**src/pkg/ifd_regs.svh**
```systemverilog
// Purpose: Offsets, field positions, reset values and counts of the decoder
// Assumes: Byte addressed 32-bit register port
// Notes:   Definitions only
`ifndef IFD_REGS_SVH
`define IFD_REGS_SVH

// ----------------------------------------------------------------------------
// Register offsets
// ----------------------------------------------------------------------------
`define IFD_OFS_CTRL      8'h00
`define IFD_OFS_BANK      8'h04
`define IFD_OFS_STATUS    8'h08
`define IFD_OFS_CYCLES    8'h0C
`define IFD_OFS_PC        8'h10
`define IFD_OFS_TABPTR    8'h14

// ----------------------------------------------------------------------------
// Fields and reset values
// ----------------------------------------------------------------------------
`define IFD_CTRL_RUN_BIT  0
`define IFD_CTRL_RST      1'h1
`define IFD_BANK_W        6
`define IFD_BANK_RST      6'h00
`define IFD_PC_RST        21'h000000
`define IFD_TP_RST        21'h000000
`define IFD_ST_FIRST_BIT  0
`define IFD_ST_WORD2_BIT  1
`define IFD_ST_WORD3_BIT  2
`define IFD_ST_SKIP_BIT   3
`define IFD_ST_PEND_BIT   4

// ----------------------------------------------------------------------------
// Decode and timing constants
// ----------------------------------------------------------------------------
`define IFD_Q_PER_CYC     4
`define IFD_TAIL_MARK     4'hF
`define IFD_ACC_SPLIT     8'h60
`define IFD_ACC_HI_BANK   6'h3F
`define IFD_PC_STEP       21'h000002

`endif

```
**src/pkg/ifd_pkg.sv**
```systemverilog
// Purpose: Types shared by the decoder files
// Assumes: Nothing
// Notes:   Enumerations carry no explicit codes
package ifd_pkg;

    typedef enum logic [2:0] {
        IFD_CL_BYTE,
        IFD_CL_BIT,
        IFD_CL_LIT,
        IFD_CL_CTL,
        IFD_CL_TAIL
    } ifd_class_t;

    typedef enum logic [1:0] {
        IFD_ST_FIRST,
        IFD_ST_WORD2,
        IFD_ST_WORD3,
        IFD_ST_SKIP
    } ifd_state_t;

endpackage

```
**src/pkg/ifd_phase_if.sv**
```systemverilog
// Purpose: Carries the oscillator phase of the instruction cycle
// Assumes: One clock domain
// Notes:   Driven by the phase counter, read by the decoder
`timescale 1ns/1ns
interface ifd_phase_if;
    logic [1:0] phase;
    logic       cyc_end;

    modport src (output phase, output cyc_end);
    modport snk (input phase, input cyc_end);
endinterface

```
**src/logic/ifd_phase.sv**
```systemverilog
// Purpose: Divides the clock into instruction cycles
// Assumes: clk_en freezes the count
// Notes:   cyc_end marks the last oscillator period of a cycle
`timescale 1ns/1ns
`include "ifd_regs.svh"
module ifd_phase #(
    parameter int QN = `IFD_Q_PER_CYC
) (
    input  wire logic  ref_clk,
    input  wire logic  rst_n,
    input  wire logic  clk_en,
    ifd_phase_if.src   ph
);
    logic [1:0] q_r;

    always_ff @(posedge ref_clk or negedge rst_n) begin
        if (!rst_n) begin
            q_r <= 2'h0;
        end else if (clk_en) begin
            q_r <= (q_r == 2'(QN - 1)) ? 2'h0 : q_r + 2'h1;
        end
    end

    assign ph.phase   = q_r;
    assign ph.cyc_end = (q_r == 2'(QN - 1));
endmodule

```
**src/logic/ifd_core.sv**
```systemverilog
// Purpose: Instruction word decoder and execution timing sequencer
// Assumes: Program memory returns pm_data for pm_addr within the cycle
// Notes:   Datapath answers dp_cond_true during the cycle after ex_valid
`timescale 1ns/1ns
`include "ifd_regs.svh"

module ifd_core (
    input  wire logic                ref_clk,
    input  wire logic                rst_n,
    input  wire logic                clk_en,
    input  wire logic [7:0]          reg_addr,
    input  wire logic [31:0]         reg_wdata,
    input  wire logic                reg_wr,
    input  wire logic                reg_rd,
    output logic [31:0]              reg_rdata,
    output logic [20:0]              pm_addr,
    input  wire logic [15:0]         pm_data,
    input  wire logic                dp_cond_true,
    input  wire logic [20:0]         dp_redirect_pc,
    output logic                     ex_valid,
    output logic                     ex_nop,
    output ifd_pkg::ifd_class_t      ex_class,
    output logic [15:0]              ex_word,
    output logic [13:0]              ex_file_addr,
    output logic                     ex_dest_file,
    output logic [2:0]               ex_bit,
    output logic [19:0]              ex_literal,
    output logic [1:0]               ex_ptr_sel,
    output logic                     ex_shadow_save,
    output logic                     ex_shadow_restore,
    output logic                     ex_tbl_active,
    output logic [1:0]               ex_tbl_mode,
    output logic [20:0]              ex_tbl_addr
);
    import ifd_pkg::*;

    // ------------------------------------------------------------------------
    // Declarations
    // ------------------------------------------------------------------------
    ifd_phase_if ph ();

    ifd_state_t  state_r;
    ifd_class_t  cls_r;
    ifd_class_t  dec_cls;
    ifd_class_t  e_cls;
    logic [1:0]  nw_r;
    logic [1:0]  dec_nw;
    logic [1:0]  skip_cnt_r;
    logic [15:0] w1_r;
    logic [15:0] w2_r;
    logic [15:0] src1;
    logic [15:0] src2;
    logic [20:0] pc_r;
    logic [20:0] pc_inc;
    logic        run_r;
    logic [5:0]  bank_r;
    logic [31:0] cyc_r;
    logic [20:0] tp_r;
    logic        pend_r;
    logic        pend_ctl_r;
    logic        pend_jmp_r;
    logic [20:0] pend_tgt_r;
    logic        bnd;
    logic        kill;
    logic        skip;
    logic        emit;
    logic        e_jmp;
    logic        e_tbl;
    logic [20:0] e_tgt;
    logic [7:0]  e_f;
    logic [13:0] e_addr;

    ifd_phase #(
        .QN      (`IFD_Q_PER_CYC)
    ) u_phase (
        .ref_clk (ref_clk),
        .rst_n   (rst_n),
        .clk_en  (clk_en),
        .ph      (ph.src)
    );

    // ------------------------------------------------------------------------
    // Instruction cycle boundary
    // ------------------------------------------------------------------------
    assign bnd    = clk_en & ph.cyc_end & run_r;
    assign pc_inc = pc_r + `IFD_PC_STEP;
    // Outcome of the instruction issued at the previous boundary
    assign kill   = pend_r & (pend_jmp_r | (pend_ctl_r & dp_cond_true));
    assign skip   = pend_r & ~pend_ctl_r & dp_cond_true;

    // ------------------------------------------------------------------------
    // First word class and length
    // ------------------------------------------------------------------------
    always_comb begin
        dec_cls = IFD_CL_BYTE;
        dec_nw  = 2'h1;
        case (pm_data[15:12])
            4'h0: begin
                if (pm_data[11:8] == 4'h0) begin
                    if (pm_data[7:4] == 4'h6 || pm_data[7:0] == 8'h02) begin
                        dec_nw = 2'h3;
                    end else begin
                        dec_cls = IFD_CL_CTL;
                    end
                end else if (pm_data[11:8] == 4'h1 || pm_data[11]) begin
                    dec_cls = IFD_CL_LIT;
                end
            end
            4'h7, 4'h8, 4'h9, 4'hA, 4'hB: begin
                dec_cls = IFD_CL_BIT;
            end
            4'hC: begin
                dec_nw = 2'h2;
            end
            4'hD: begin
                dec_cls = IFD_CL_CTL;
            end
            4'hE: begin
                if (!pm_data[11]) begin
                    dec_cls = IFD_CL_CTL;
                end else if (pm_data[11:8] == 4'hB) begin
                    dec_nw = 2'h2;
                end else if (pm_data[11:8] == 4'hE) begin
                    dec_cls = IFD_CL_LIT;
                    dec_nw  = 2'h2;
                end else if (pm_data[11:8] >= 4'hC) begin
                    dec_cls = IFD_CL_CTL;
                    dec_nw  = 2'h2;
                end else begin
                    dec_cls = IFD_CL_LIT;
                end
            end
            `IFD_TAIL_MARK: begin
                dec_cls = IFD_CL_TAIL;
            end
            default: begin
                dec_cls = IFD_CL_BYTE;
            end
        endcase
    end

    // ------------------------------------------------------------------------
    // Operand fields of the completing instruction
    // ------------------------------------------------------------------------
    assign src1  = (state_r == IFD_ST_FIRST) ? pm_data : w1_r;
    assign src2  = (state_r == IFD_ST_WORD2) ? pm_data : w2_r;
    assign e_cls = (state_r == IFD_ST_FIRST) ? dec_cls : cls_r;
    assign e_jmp = (src1[15:9] == 7'b1110110) || (src1[15:8] == 8'hEF);
    assign e_tgt = {src2[11:0], src1[7:0], 1'b0};
    assign e_tbl = (src1[15:4] == 12'h000) && src1[3];
    assign e_f   = src1[7:0];

    always_comb begin
        e_addr = {bank_r, e_f};
        if (!src1[8]) begin
            e_addr = (e_f < `IFD_ACC_SPLIT) ? {6'h00, e_f} : {`IFD_ACC_HI_BANK, e_f};
        end
    end

    always_comb begin
        emit = 1'b0;
        if (bnd) begin
            case (state_r)
                IFD_ST_FIRST: begin
                    emit = ~kill & ~skip & (dec_cls != IFD_CL_TAIL) & (dec_nw == 2'h1);
                end
                IFD_ST_WORD2: begin
                    emit = (nw_r == 2'h2);
                end
                IFD_ST_WORD3: begin
                    emit = 1'b1;
                end
                default: begin
                    emit = 1'b0;
                end
            endcase
        end
    end

    // ------------------------------------------------------------------------
    // Sequencer: word consumption and program counter
    // ------------------------------------------------------------------------
    always_ff @(posedge ref_clk or negedge rst_n) begin
        if (!rst_n) begin
            state_r    <= IFD_ST_FIRST;
            pc_r       <= `IFD_PC_RST;
            w1_r       <= 16'h0000;
            w2_r       <= 16'h0000;
            cls_r      <= IFD_CL_BYTE;
            nw_r       <= 2'h1;
            skip_cnt_r <= 2'h0;
        end else if (bnd) begin
            case (state_r)
                IFD_ST_FIRST: begin
                    if (kill) begin
                        // Fetched word discarded, cycle runs as no-op
                        pc_r <= pend_jmp_r ? pend_tgt_r : dp_redirect_pc;
                    end else if (skip) begin
                        pc_r <= pc_inc;
                        if (dec_nw > 2'h1) begin
                            state_r    <= IFD_ST_SKIP;
                            skip_cnt_r <= dec_nw - 2'h1;
                        end
                    end else begin
                        pc_r  <= pc_inc;
                        w1_r  <= pm_data;
                        cls_r <= dec_cls;
                        nw_r  <= dec_nw;
                        if (dec_cls != IFD_CL_TAIL && dec_nw > 2'h1) begin
                            state_r <= IFD_ST_WORD2;
                        end
                    end
                end
                IFD_ST_WORD2: begin
                    pc_r    <= pc_inc;
                    w2_r    <= pm_data;
                    state_r <= (nw_r == 2'h3) ? IFD_ST_WORD3 : IFD_ST_FIRST;
                end
                IFD_ST_WORD3: begin
                    pc_r    <= pc_inc;
                    state_r <= IFD_ST_FIRST;
                end
                IFD_ST_SKIP: begin
                    pc_r       <= pc_inc;
                    skip_cnt_r <= skip_cnt_r - 2'h1;
                    if (skip_cnt_r == 2'h1) begin
                        state_r <= IFD_ST_FIRST;
                    end
                end
                default: begin
                    state_r <= IFD_ST_FIRST;
                end
            endcase
        end
    end

    // ------------------------------------------------------------------------
    // Pending outcome of the issued instruction
    // ------------------------------------------------------------------------
    always_ff @(posedge ref_clk or negedge rst_n) begin
        if (!rst_n) begin
            pend_r     <= 1'b0;
            pend_ctl_r <= 1'b0;
            pend_jmp_r <= 1'b0;
            pend_tgt_r <= `IFD_PC_RST;
        end else if (bnd) begin
            pend_r     <= emit;
            pend_ctl_r <= emit & (e_cls == IFD_CL_CTL);
            pend_jmp_r <= emit & (e_cls == IFD_CL_CTL) & e_jmp;
            pend_tgt_r <= e_tgt;
        end
    end

    // ------------------------------------------------------------------------
    // Execution outputs
    // ------------------------------------------------------------------------
    always_ff @(posedge ref_clk or negedge rst_n) begin
        if (!rst_n) begin
            ex_valid          <= 1'b0;
            ex_nop            <= 1'b0;
            ex_class          <= IFD_CL_BYTE;
            ex_word           <= 16'h0000;
            ex_file_addr      <= 14'h0000;
            ex_dest_file      <= 1'b0;
            ex_bit            <= 3'h0;
            ex_literal        <= 20'h00000;
            ex_ptr_sel        <= 2'h0;
            ex_shadow_save    <= 1'b0;
            ex_shadow_restore <= 1'b0;
            ex_tbl_active     <= 1'b0;
            ex_tbl_mode       <= 2'h0;
        end else if (clk_en) begin
            // Every boundary outside a word fetch reports a cycle
            ex_valid <= emit | (bnd & (state_r != IFD_ST_WORD2 || nw_r == 2'h2)
                                     & (state_r != IFD_ST_WORD3 || 1'b0)
                                     & ~(state_r == IFD_ST_FIRST & ~kill & ~skip
                                         & dec_cls != IFD_CL_TAIL & dec_nw > 2'h1));
            ex_nop   <= ~emit;
            if (emit) begin
                ex_class          <= e_cls;
                ex_word           <= src1;
                ex_file_addr      <= e_addr;
                ex_dest_file      <= (e_cls == IFD_CL_BYTE) & src1[9];
                ex_bit            <= (e_cls == IFD_CL_BIT) ? src1[11:9] : 3'h0;
                ex_ptr_sel        <= (src1[15:8] == 8'hEE) ? src1[5:4] : 2'h0;
                ex_literal        <= (src1[15:8] == 8'hEE) ?
                                     {8'h00, src1[3:0], src2[7:0]} :
                                     (e_jmp ? e_tgt[20:1] : {12'h000, e_f});
                ex_shadow_save    <= (src1[15:8] == 8'hED);
                ex_shadow_restore <= (src1 == 16'h0011) || (src1 == 16'h0013);
                ex_tbl_active     <= e_tbl;
                ex_tbl_mode       <= e_tbl ? src1[1:0] : 2'h0;
            end
        end
    end

    // ------------------------------------------------------------------------
    // Table pointer
    // ------------------------------------------------------------------------
    always_ff @(posedge ref_clk or negedge rst_n) begin
        if (!rst_n) begin
            tp_r        <= `IFD_TP_RST;
            ex_tbl_addr <= `IFD_TP_RST;
        end else if (clk_en) begin
            if (emit && e_tbl) begin
                ex_tbl_addr <= (src1[1:0] == 2'h3) ? tp_r + 21'h1 : tp_r;
                case (src1[1:0])
                    2'h1, 2'h3: tp_r <= tp_r + 21'h1;
                    2'h2:       tp_r <= tp_r - 21'h1;
                    default:    tp_r <= tp_r;
                endcase
            end else if (reg_wr && reg_addr == `IFD_OFS_TABPTR) begin
                tp_r <= reg_wdata[20:0];
            end
        end
    end

    // ------------------------------------------------------------------------
    // Register port
    // ------------------------------------------------------------------------
    always_ff @(posedge ref_clk or negedge rst_n) begin
        if (!rst_n) begin
            run_r  <= `IFD_CTRL_RST;
            bank_r <= `IFD_BANK_RST;
        end else if (clk_en && reg_wr) begin
            if (reg_addr == `IFD_OFS_CTRL) begin
                run_r <= reg_wdata[`IFD_CTRL_RUN_BIT];
            end
            if (reg_addr == `IFD_OFS_BANK) begin
                bank_r <= reg_wdata[`IFD_BANK_W-1:0];
            end
        end
    end

    always_ff @(posedge ref_clk or negedge rst_n) begin
        if (!rst_n) begin
            cyc_r <= 32'h00000000;
        end else if (bnd) begin
            cyc_r <= cyc_r + 32'h00000001;
        end
    end

    always_ff @(posedge ref_clk or negedge rst_n) begin
        if (!rst_n) begin
            reg_rdata <= 32'h00000000;
        end else if (clk_en) begin
            reg_rdata <= 32'h00000000;
            if (reg_rd) begin
                case (reg_addr)
                    `IFD_OFS_CTRL:   reg_rdata <= {31'h0, run_r};
                    `IFD_OFS_BANK:   reg_rdata <= {26'h0, bank_r};
                    `IFD_OFS_STATUS: reg_rdata <= {27'h0, pend_r,
                                                   state_r == IFD_ST_SKIP,
                                                   state_r == IFD_ST_WORD3,
                                                   state_r == IFD_ST_WORD2,
                                                   state_r == IFD_ST_FIRST};
                    `IFD_OFS_CYCLES: reg_rdata <= cyc_r;
                    `IFD_OFS_PC:     reg_rdata <= {11'h0, pc_r};
                    `IFD_OFS_TABPTR: reg_rdata <= {11'h0, tp_r};
                    default:         reg_rdata <= 32'h00000000;
                endcase
            end
        end
    end

    assign pm_addr = pc_r;
endmodule

```
**config.mk**
```make
export PLATFORM = sky130hd
export DESIGN_NAME = ifd_core
export DESIGN_NICKNAME = d
export VERILOG_FILES = /design/src/pkg/ifd_pkg.sv /design/src/pkg/ifd_phase_if.sv /design/src/logic/ifd_phase.sv /design/src/logic/ifd_core.sv
export VERILOG_INCLUDE_DIRS = /design/src /design/src/pkg
export SDC_FILE = /design/constraint.sdc
export NUM_CORES = 1
export LEC_CHECK = 0
export ABC_AREA = 1
export BUFFER_PORTS_ARGS = -buffer_cell sky130_fd_sc_hd__buf_2
export CELL_PAD_IN_SITES_DETAIL_PLACEMENT = 0
export CELL_PAD_IN_SITES_GLOBAL_PLACEMENT = 1
export CORE_UTILIZATION = 28
export DETAILED_ROUTE_END_ITERATION = 8
export PLACE_DENSITY_LB_ADDON = 0.3
export SLEW_MARGIN = 20
export SYNTH_ARGS = -nofsm -noshare
export SYNTH_HDL_FRONTEND = slang
export SYNTH_SLANG_ARGS = --single-unit
export TNS_END_PERCENT = 20
```
**constraint.sdc**
```tcl
create_clock -name ref_clk -period 3 [get_ports ref_clk]
set_input_delay 0.3 -clock ref_clk [delete_from_list [all_inputs] [get_ports ref_clk]]
set_output_delay 0.3 -clock ref_clk [all_outputs]
set_load 0.01 [all_outputs]
```
==> results of run 1 <==
-- final cells by class --
type                       count  area (um^2)
fill                        5150        31000
multi-input combinational   1347         6440
sequential                   242         6060
timing repair buffer         268         1570
clock buffer                  38          821
tap                          615          769
inverter                     160          606
clock inverter                18          424
antenna                        1         2.50
-- registers in the layout (all words and copies together), names as in the netlist, 6 cells and up --
register	count
cyc_r	32
tp_r	21
bank_r	6
ex_word	16
ex_tbl_addr	21
reg_rdata	32
ex_file_addr	6
pm_addr	21
pend_tgt_r	8
w1_r	16
ex_literal	20
w2_r	12
-- critical path, delay by kind of cell --
kind,cells,cell delay [ps]
AO/OA/AOI/OAI,2,300
adder cells (fa/ha/maj),1,170
buffers and inverters,4,960
AND/OR/NAND/NOR,8,1380
-- how the worst max path moves through the flow --
stage / slack, ps / endpoint
2_1_floorplan: 620 / tp_r[3]
3_3_place_gp: 260 / tp_r[13]
3_5_place_dp: 140 / pend_ctl_r
4_1_cts: 220 / pend_ctl_r
5_1_grt: 20 / tp_r[13]
6_report: 350 / ex_literal[10]
-- per-stage QoR --
step           hold slack (ps)  cell area, um^2
6_report                  18.1            16700
5_1_grt                   15.9            16700
4_1_cts                   1.08            16700
3_5_place_dp               313            15300
3_3_place_gp               315            15300
2_1_floorplan             4.41            13500
-- placed cells by master, fill, tap and decap left out, types with 3 or more instances in the layout --
master         instances
nand3_2                4
o21ai_1               15
mux2i_1                7
clkbuf_1               4
xor2_1                45
nor3_1                31
or2_2                  3
o21ai_2                8
o22ai_1               16
o21ai_0              151
dlygate4sd3_1         10
nand2_2                7
bufinv_16             12
nand3_1              129
ha_1                   7
buf_4                 43
inv_1                151
nand4_1               27
clkbuf_16             30
nand2_4                3
buf_12                 4
o31ai_1                5
a31oi_1               13
nor2_4                 4
nor2_1               160
or2_0                  5
buf_2                210
xnor2_1               10
inv_2                  6
clkbuf_8               4
dfrtp_1              240
nor2_2                 4
nor4_1                 3
o211ai_1              12
nand2_1              615
o221ai_1               5
a21oi_1               35
a32o_1                11
-- logic make-up after synthesis --
group	synth area share [%]
AO/OA/AOI/OAI	11.8
adder cells (fa/ha/maj)	0.649
XOR/XNOR	3.57
buffers and inverters	7.53
multiplexers	0.519
AND/OR/NAND/NOR	31.1
flip-flops	44.9
-- power by group --
part | leakage [nW] | internal, mW | switching (mW)
registers | 3.18 | 3.43 | 0.149
logic | 4.81 | 0.316 | 0.643
clock network | 0.596 | 2.97 | 1.58
total | 8.59 | 6.72 | 2.37
-- metal layers --
layer,wire [um],vias to the layer above,GRT usage [%]
met2,22200,341,32.4
met1,24100,6092,28.9
met3,2450,59,2.68
met4,1300,0,5.73
met5,0,-,0
li1,-,6393,-
-- timing repair --
action / CTS / global route
setup buffers: 0 / 0
setup endpoints to repair: 0 / 13
gates resized for setup: 0 / 1
endpoints found under the hold margin: 77 / 0
hold buffers: 10 / 0
==> run_results.csv, run 1 <==
group,metric,value,unit
placed_design,dp_slack,143,ps
timing,slew_violations,0,
floorplan,rows,80,
worst_hold_path,min_path_cells,3,
timing,fin_crit,2650,ps
cells_and_area,layout.cells.non_filler,2689,
grt,first_global_vias,12600,
clocking,cts_buffers,30,
worst_hold_path,holdCritStartpoint,"reg_wdata[1]",
worst_setup_path,startpoint_type,"input port",
grt,grt.overflow.total,0,
yosys,yosysTopAreaCell,"dfrtp_1",
clocking,clk_latency,600,ps
clocking,cts_sinks,242,
placed_design,gp_congestion,0.872,
route,avgRoutedWirePerCell,18.6,um
timing,setup-violations-final,0,
yosys,yosys.cell_count.top_type,"nand2_1",
yosys,yosys.cell_types.count,47,
yosys,synth_flop_cell,"dfrtp_1",
placed_design,dp.cells,2622,
clocking,tritoncts,"built",
timing,tightest_slew,1010,ps
worst_setup_path,critPathLaunch,"pm_data[14]",
yosys,synth-edff-count,0,
job,drv_cap,0,
power_and_ir_drop,ir_drop,0.538,mV
yosys,synth_top_cell_area_share,44.5,%
worst_setup_path,worstRegToRegCells,7,
status,violations,"design-rule violations",
worst_setup_path,arrival,3130,ps
route,drt_iter0_drc,914,
timing,finalCritPeriodShare,88.2,%
cells_and_area,final_nets,2139,
worst_hold_path,min_to,"bank_r[1]",
route,drc,2,
worst_hold_path,hold_class,"in -> reg",
power_and_ir_drop,p_per_area,544,mW/mm^2
timing,setup_ws,354,ps
yosys,ys_top_cells_by_count,"615 x nand2_1, 240 x dfrtp_1, 160 x nor2_1",
yosys,syn_area,0.0135,mm^2
worst_setup_path,criticalPathCategory,"in -> reg",
grt,antenna_found_initial,1,
route,vias_per_cell,4.79,
clocking,htreeDepth,1,
yosys,synth_area_leaders,"dfrtp_1 45%, nand2_1 17%, o21ai_0 5.6%",
worst_setup_path,crit_required,3490,ps
route,routed-via-count,12900,
worst_setup_path,cp_max_fo,42,
route,dr.pass1.iters,7,
power_and_ir_drop,finalPower,9.09,mW
grt,grt_pass1_wl,77100,um
worst_setup_path,end_kind,"register",
worst_setup_path,path_cells,"dlygate4sd3_1 > buf_2 > nand2_1 > nor3_2 > o211ai_1 > nand3_1 > nand2_1 > inv_1 > ha_1 > nand4_1 > nand2_1 > nand3_2 > buf_12 > or2_2 > o211ai_1",
yosys,syn_inst,1833,
worst_setup_path,r2r_slack,430,ps
cells_and_area,fin_util,35.0,%
floorplan,core_region_area,0.0476,mm^2
timing,finClkSkew,31.6,ps
yosys,seq_area_frac_synth,44.9,%
power_and_ir_drop,leakage,8.59,nW
timing,setup_tns,0,ps
grt,grt_max_degree,76,
timing,clock.fmax,378,MHz
cells_and_area,drive_gt1_share,17.3,%
cells_and_area,area_delta_synth_final,23.7,%
timing,rsz0062_at_grt,"false",
floorplan,boundaryPins,223,
yosys,ys_warn_count,0,
timing,max_slew_margin,31.7,%
floorplan,die_area,0.0491,mm^2
floorplan,fp.dieW,222,um
worst_setup_path,crit_slowest_cell,"dlygate4sd3_1",
floorplan,die_h,222,um
route,ant_nets,0,
clocking,clk_pin_slew,60,ps
status,status,"complete, but fails checks",
placed_design,numPortBuffers,211,
clocking,cts-root-buf,"clkbuf_16",
worst_setup_path,cp_slowest_stage_delay,520,ps
timing,finalHoldViolations,0,
yosys,syn_nets,1923,
worst_setup_path,reg2reg_from,"state_r[1]",
grt,grtUsageTotal,20.4,%
floorplan,initial_utilization,28.3,%
placed_design,hpwl,38400,um
route,wl,50100,um
yosys,synth-seq-cells,242,
worst_setup_path,path_common_cell,"nand2_1",
yosys,async_flop_share,100,%
yosys,postSynthAreaPerCell,7.36,um^2
clocking,ctsLongestPathBuffers,3,
worst_setup_path,r2r_end,"pm_addr[9]",
(Power assumes the default switching activity.)
==> run 2, diff against run 1 <==
==> constraint.sdc (replaced) <==
create_clock -name ref_clk -period 2.4 [get_ports ref_clk]
set_input_delay 0.24 -clock ref_clk [delete_from_list [all_inputs] [get_ports ref_clk]]
set_output_delay 0.24 -clock ref_clk [all_outputs]
set_load 0.01 [all_outputs]
==> run_results.csv, run 2 (synthesized netlist as in run 1, its figures left out) <==
group,metric,value,unit
status,status,"completed",
grt,first_global_vias,12900,
floorplan,boundaryPins,223,
job,drv_cap,0,
floorplan,initial_utilization,28.3,%
grt,grt_max_degree,70,
clocking,cts_sinks,242,
route,wl_met2,22800,um
cells_and_area,n_fill_cell,5009,
route,top_layer,"met4",
placed_design,numPortBuffers,211,
grt,grt.overflow.total,0,
timing,slew_violations,0,
worst_setup_path,cp_max_fo,6,
worst_hold_path,holdCritStartpoint,"reg_wdata[4]",
timing,clock.fmax,435,MHz
clocking,clk_latency,580,ps
placed_design,hpwl,39900,um
clocking,cts-root-buf,"clkbuf_16",
cells_and_area,drive_gt1_share,20.9,%
timing,tightest_slew,772,ps
cells_and_area,final_cell_area,0.0176,mm^2
grt,grtUsageTotal,20.9,%
floorplan,core_region_area,0.0476,mm^2
placed_design,place_area,0.0160,mm^2
worst_hold_path,hold_class,"in -> reg",
worst_setup_path,critPathLaunch,"pm_data[14]",
route,ant_nets,0,
power_and_ir_drop,finalPower,10.6,mW
worst_setup_path,criticalPathCategory,"in -> reg",
worst_setup_path,startpoint_type,"input port",
route,avgRoutedWirePerCell,18.6,um
route,routed-via-count,13400,
grt,grt_pass1_wl,78800,um
timing,max_slew_margin,48.0,%
timing,finalHoldViolations,0,
route,drt_iter0_drc,1037,
route,vias_per_cell,4.81,
timing,fin_crit,2300,ps
timing,finClkSkew,18.8,ps
worst_setup_path,crit_slowest_cell,"dlygate4sd3_1",
timing,finalCritPeriodShare,95.8,%
worst_setup_path,crit_required,2860,ps
power_and_ir_drop,ir_drop,0.557,mV
cells_and_area,n_antenna_cell,0,
cells_and_area,fin_util,36.9,%
worst_setup_path,path_cells,"buf_2 > dlygate4sd3_1 > buf_4 > inv_1 > nand4_1 > inv_2 > nand3_4 > nand2_2 > inv_2 > ha_2 > nand4_1 > a21oi_4 > buf_12 > nand4_4 > buf_12 > a21oi_1 > nor2_1",
cells_and_area,final_cell_mix,"608 x nand2_1, 238 x dfrtp_1, 209 x buf_2",
floorplan,die_area,0.0491,mm^2
floorplan,die_h,222,um
worst_setup_path,reg2reg_from,"state_r[0]",
placed_design,dp_slack,-287,ps
power_and_ir_drop,p_per_area,604,mW/mm^2
cells_and_area,final_nets,2233,
timing,setup-violations-final,0,
clocking,clk_pin_slew,60,ps
cells_and_area,final_common_cell,"nand2_1",
clocking,ctsLongestPathBuffers,3,
floorplan,rows,80,
route,wl_met1,24000,um
route,drc,0,
worst_setup_path,arrival,2760,ps
worst_setup_path,path_buf_inv,8,
clocking,htreeDepth,1,
timing,setup_ws,101,ps
power_and_ir_drop,leakage,9.03,nW
worst_setup_path,cp_slowest_stage_delay,540,ps
timing,rsz0062_at_grt,"true",
worst_setup_path,path_delay_family,"buffers and inverters",
clocking,tritoncts,"built",
placed_design,gp_congestion,0.912,
route,wl,51800,um
route,dr_wl_met3,3430,um
cells_and_area,area_delta_synth_final,30.2,%
worst_setup_path,end_kind,"register",
floorplan,fp.dieW,222,um
clocking,cts_buffers,30,
route,dr.pass1.iters,5,
grt,antenna_found_initial,0,
cells_and_area,reg_top3,"cyc_r x32, reg_rdata x32",
[run 2: worst paths after layout]
check / end / slack [ps] / cells past startpoint
min in group asynchronous: reg_rdata[24] / 220 / 2
worst min-delay path: bank_r[4] / 10 / 3
worst max-delay path: tp_r[18] / 100 / 17
worst max register to register: tp_r[18] / 120 / 12
worst min register to register: skip_cnt_r[1] / 480 / 2
max in group asynchronous: ex_word[1] / 1400 / 3
[run 2: final cells by class]
cell class / instances / area (um^2) / area share (%)
clock inverters: 18 / 245 / 1.40
inverters: 160 / 606 / 3.45
clock buffers: 37 / 807 / 4.59
repair buffers: 362 / 2550 / 14.5
flip-flops and latches: 242 / 6060 / 34.5
well taps: 615 / 769 / 4.38
multi-input cells: 1347 / 6540 / 37.2
[run 2: stage by stage]
| step | std cells | TNS [ps] | hold WS [ps] |
|---|---|---|---|
| 6_report | 2781 | 0 | 11.0 |
| 5_1_grt | 2781 | -436 | 15.6 |
| 4_1_cts | 2770 | 0 | 3.65 |
| 3_5_place_dp | 2687 | -15630 | 285 |
| 3_3_place_gp | 2687 | -7070 | 283 |
| 2_1_floorplan | 1833 | 0 | -55.6 |
[run 2: report_power, final]
group / switching (mW) / internal [mW]
logic: 0.830 / 0.472
clock network: 1.91 / 2.93
registers: 0.187 / 4.29
total: 2.93 / 7.69
[run 2: routing by layer]
metal	up-vias	GRT usage, %
met2	445	32.8
li1	6569	-
met3	69	3.31
met5	-	0
met4	0	6.50
met1	6289	29.3
[run 2: repair_timing]
action / 4_1_cts / 5_1_grt
hold buffers: 28 / 1
hold endpoints to repair: 91 / 1
gates resized for setup: 2 / 34
endpoints found under the setup margin: 21 / 90
setup buffers: 0 / 8
cloned: 0 / 4
pin swaps: 0 / 13
[run 2: worst register-to-register path: stages, from the launching register on]
cell	delay, ps
dfrtp_2	440
nor2_4	70
buf_4	140
clkbuf_16	180
o21ai_2	160
nand2_1	110
nor2_4	150
nand2_2	130
nor2_4	250
nand4_4	180
buf_12	180
a21oi_1	120
nor2_1	60
==> run 3, diff against run 2 <==
--- a/config.mk
+++ b/config.mk
@@ -12,7 +12,7 @@
 export CELL_PAD_IN_SITES_GLOBAL_PLACEMENT = 1
 export CORE_UTILIZATION = 28
 export DETAILED_ROUTE_END_ITERATION = 8
-export PLACE_DENSITY_LB_ADDON = 0.3
+export PLACE_DENSITY_LB_ADDON = 0.1
 export SLEW_MARGIN = 20
 export SYNTH_ARGS = -nofsm -noshare
 export SYNTH_HDL_FRONTEND = slang
==> constraint.sdc (replaced) <==
create_clock -name ref_clk -period 2.2 [get_ports ref_clk]
set_input_delay 0.22 -clock ref_clk [delete_from_list [all_inputs] [get_ports ref_clk]]
set_output_delay 0.22 -clock ref_clk [all_outputs]
set_load 0.01 [all_outputs]
==> run_results.csv, run 3 (synthesized netlist as in run 1, its figures left out) <==
group,metric,value,unit
worst_setup_path,cp_slowest_stage_delay,400,ps
timing,fin_crit,2220,ps
floorplan,core_region_area,0.0476,mm^2
route,dr.pass1.iters,5,
status,status,"complete, but fails checks",
cells_and_area,final_common_cell,"nand2_1",
power_and_ir_drop,clock_power_share,44.5,%
power_and_ir_drop,leakage,9.62,nW
route,drt_iter0_drc,830,
timing,setup_tns,-83.3,ps
clocking,cts_buffers,30,
worst_setup_path,criticalPathCategory,"reg -> reg",
cells_and_area,final_cell_mix,"601 x nand2_1, 240 x dfrtp_1, 210 x buf_2",
power_and_ir_drop,switchingPower,3.25,mW
timing,rsz0062_at_grt,"true",
cells_and_area,final_nets,2342,
floorplan,die_area,0.0491,mm^2
route,wl_met2,25500,um
timing,finClkSkew,12.1,ps
grt,antenna_found_initial,2,
timing,setup-violations-final,7,
grt,grt_max_degree,55,
clocking,tritoncts,"built",
route,top_layer,"met5",
placed_design,numPortBuffers,211,
cells_and_area,area_delta_synth_final,37.2,%
route,vias_per_cell,4.75,
power_and_ir_drop,finalPower,11.6,mW
route,ant_nets,0,
clocking,clk_pin_slew,60,ps
route,routed-via-count,13700,
job,drv_cap,0,
timing,finalHoldViolations,0,
status,violations,"negative setup slack",
cells_and_area,reg_top3,"cyc_r x32, reg_rdata x32",
power_and_ir_drop,ir_drop,0.616,mV
grt,grt_pass1_wl,83300,um
floorplan,fp.dieW,222,um
worst_setup_path,cp_max_fo,13,
timing,slew_violations,0,
power_and_ir_drop,p_seq_share,42.2,%
floorplan,boundaryPins,223,
placed_design,place_area,0.0168,mm^2
timing,finalCritPeriodShare,101,%
route,wl_met1,25900,um
route,wl,55100,um
route,drc,0,
placed_design,dp_slack,-297,ps
worst_setup_path,crit_required,2670,ps
route,dr_wl_met3,1830,um
grt,grt.overflow.total,0,
floorplan,rows,80,
cells_and_area,drive_gt1_share,24.7,%
cells_and_area,layout.cells.non_filler,2890,
timing,holdWs,23.7,ps
power_and_ir_drop,p_comb_share,13.3,%
cells_and_area,final_cell_area,0.0185,mm^2
power_and_ir_drop,p_sw_share,28.1,%
clocking,clk_latency,580,ps
cells_and_area,fin_util,38.9,%
worst_setup_path,end_kind,"register",
placed_design,gp_congestion,0.885,
clocking,htreeDepth,1,
power_and_ir_drop,intPower,8.33,mW
grt,grtUsageTotal,22.2,%
power_and_ir_drop,p_per_area,625,mW/mm^2
placed_design,dp.cells,2787,
route,avgRoutedWirePerCell,19.0,um
worst_hold_path,hold_class,"in -> reg",
floorplan,initial_utilization,28.3,%
timing,setup_ws,-18.8,ps
clocking,cts-root-buf,"clkbuf_16",
clocking,cts_sinks,242,
worst_setup_path,path_cells,"nor2_4 > buf_12 > buf_12 > o21ai_4 > nand2_1 > nor2_2 > nand2_2 > nor2_4 > nand4_1 > nand2_4 > buf_12 > inv_8 > nand2_1 > nand2_1",
timing,tightest_slew,788,ps
floorplan,die_h,222,um
worst_setup_path,crit_slowest_cell,"dfrtp_1",
cells_and_area,n_antenna_cell,0,
grt,first_global_vias,13500,
placed_design,hpwl,42700,um
worst_setup_path,arrival,2690,ps
worst_setup_path,startpoint_type,"register",
timing,max_slew_margin,46.9,%
clocking,ctsLongestPathBuffers,3,
timing,clock.fmax,451,MHz
[run 3: changes by cell type in the layout (fill, tap and decap cells not counted), sizes merged]
cell / change
dlygate4sd3: +6
clkinvlp: -2
dlymetal6s4s: -1
buf: +104
nand4: +1
clkinv: -1
clkbuf: +3
bufinv: -2
nand2: +1
[run 3: timing repair]
item / in CTS / in global routing
gates cloned: 2 / 3
endpoints found under the hold margin: 176 / 0
pin swaps: 7 / 13
resized for setup: 19 / 41
setup buffers: 6 / 5
endpoints found under the setup margin: 46 / 69
hold buffers: 33 / 0
[run 3: area by class of cell]
| class | instances | area (um^2) |
|---|---|---|
| multi-input combinational | 1349 | 6640 |
| clock buffer | 42 | 846 |
| timing repair buffer | 469 | 3410 |
| inverter | 160 | 619 |
| clock inverter | 13 | 168 |
| sequential | 242 | 6060 |
| fill | 5100 | 29100 |
| tap | 615 | 769 |
[run 3: worst max-delay path, delay by kind of cell, from the launching register on]
kind                   cells  cell delay (ps)
and+or+nand+nor            9              990
buffers and inverters      4              490
DFF                        1              400
AOI/OAI and AO/OA          1              210
[run 3: power by group through the flow]
stage	Clock, mW	Sequential [mW]	Combinational (mW)
2_1_floorplan	0	4.93	0.679
3_3_place_gp	0	4.96	1.48
3_5_place_dp	0	4.97	1.48
4_1_cts	5.31	4.89	1.54
5_1_grt	5.46	4.91	1.73
6_report	5.15	4.89	1.54
[run 3: worst paths after layout]
kind                                    start             end  slack [ps]  cells after the start
worst max-delay path               state_r[0]         tp_r[7]         -20                     14
worst min-delay path            reg_wdata[12]        tp_r[12]          20                      5
worst max register to register     state_r[0]         tp_r[7]         -20                     14
worst min register to register      cyc_r[31]       cyc_r[31]         470                      1
max in group asynchronous               rst_n  ex_tbl_mode[1]        1300                      3
min in group asynchronous               rst_n   reg_rdata[27]         150                      2
[run 3: per-layer routing]
| metal | vias to the layer above | GRT usage, % |
|---|---|---|
| met1 | 6558 | 30.2 |
| met5 | - | 0 |
| met4 | 2 | 7.46 |
| li1 | 6804 | - |
| met3 | 68 | 2.45 |
| met2 | 301 | 36.6 |
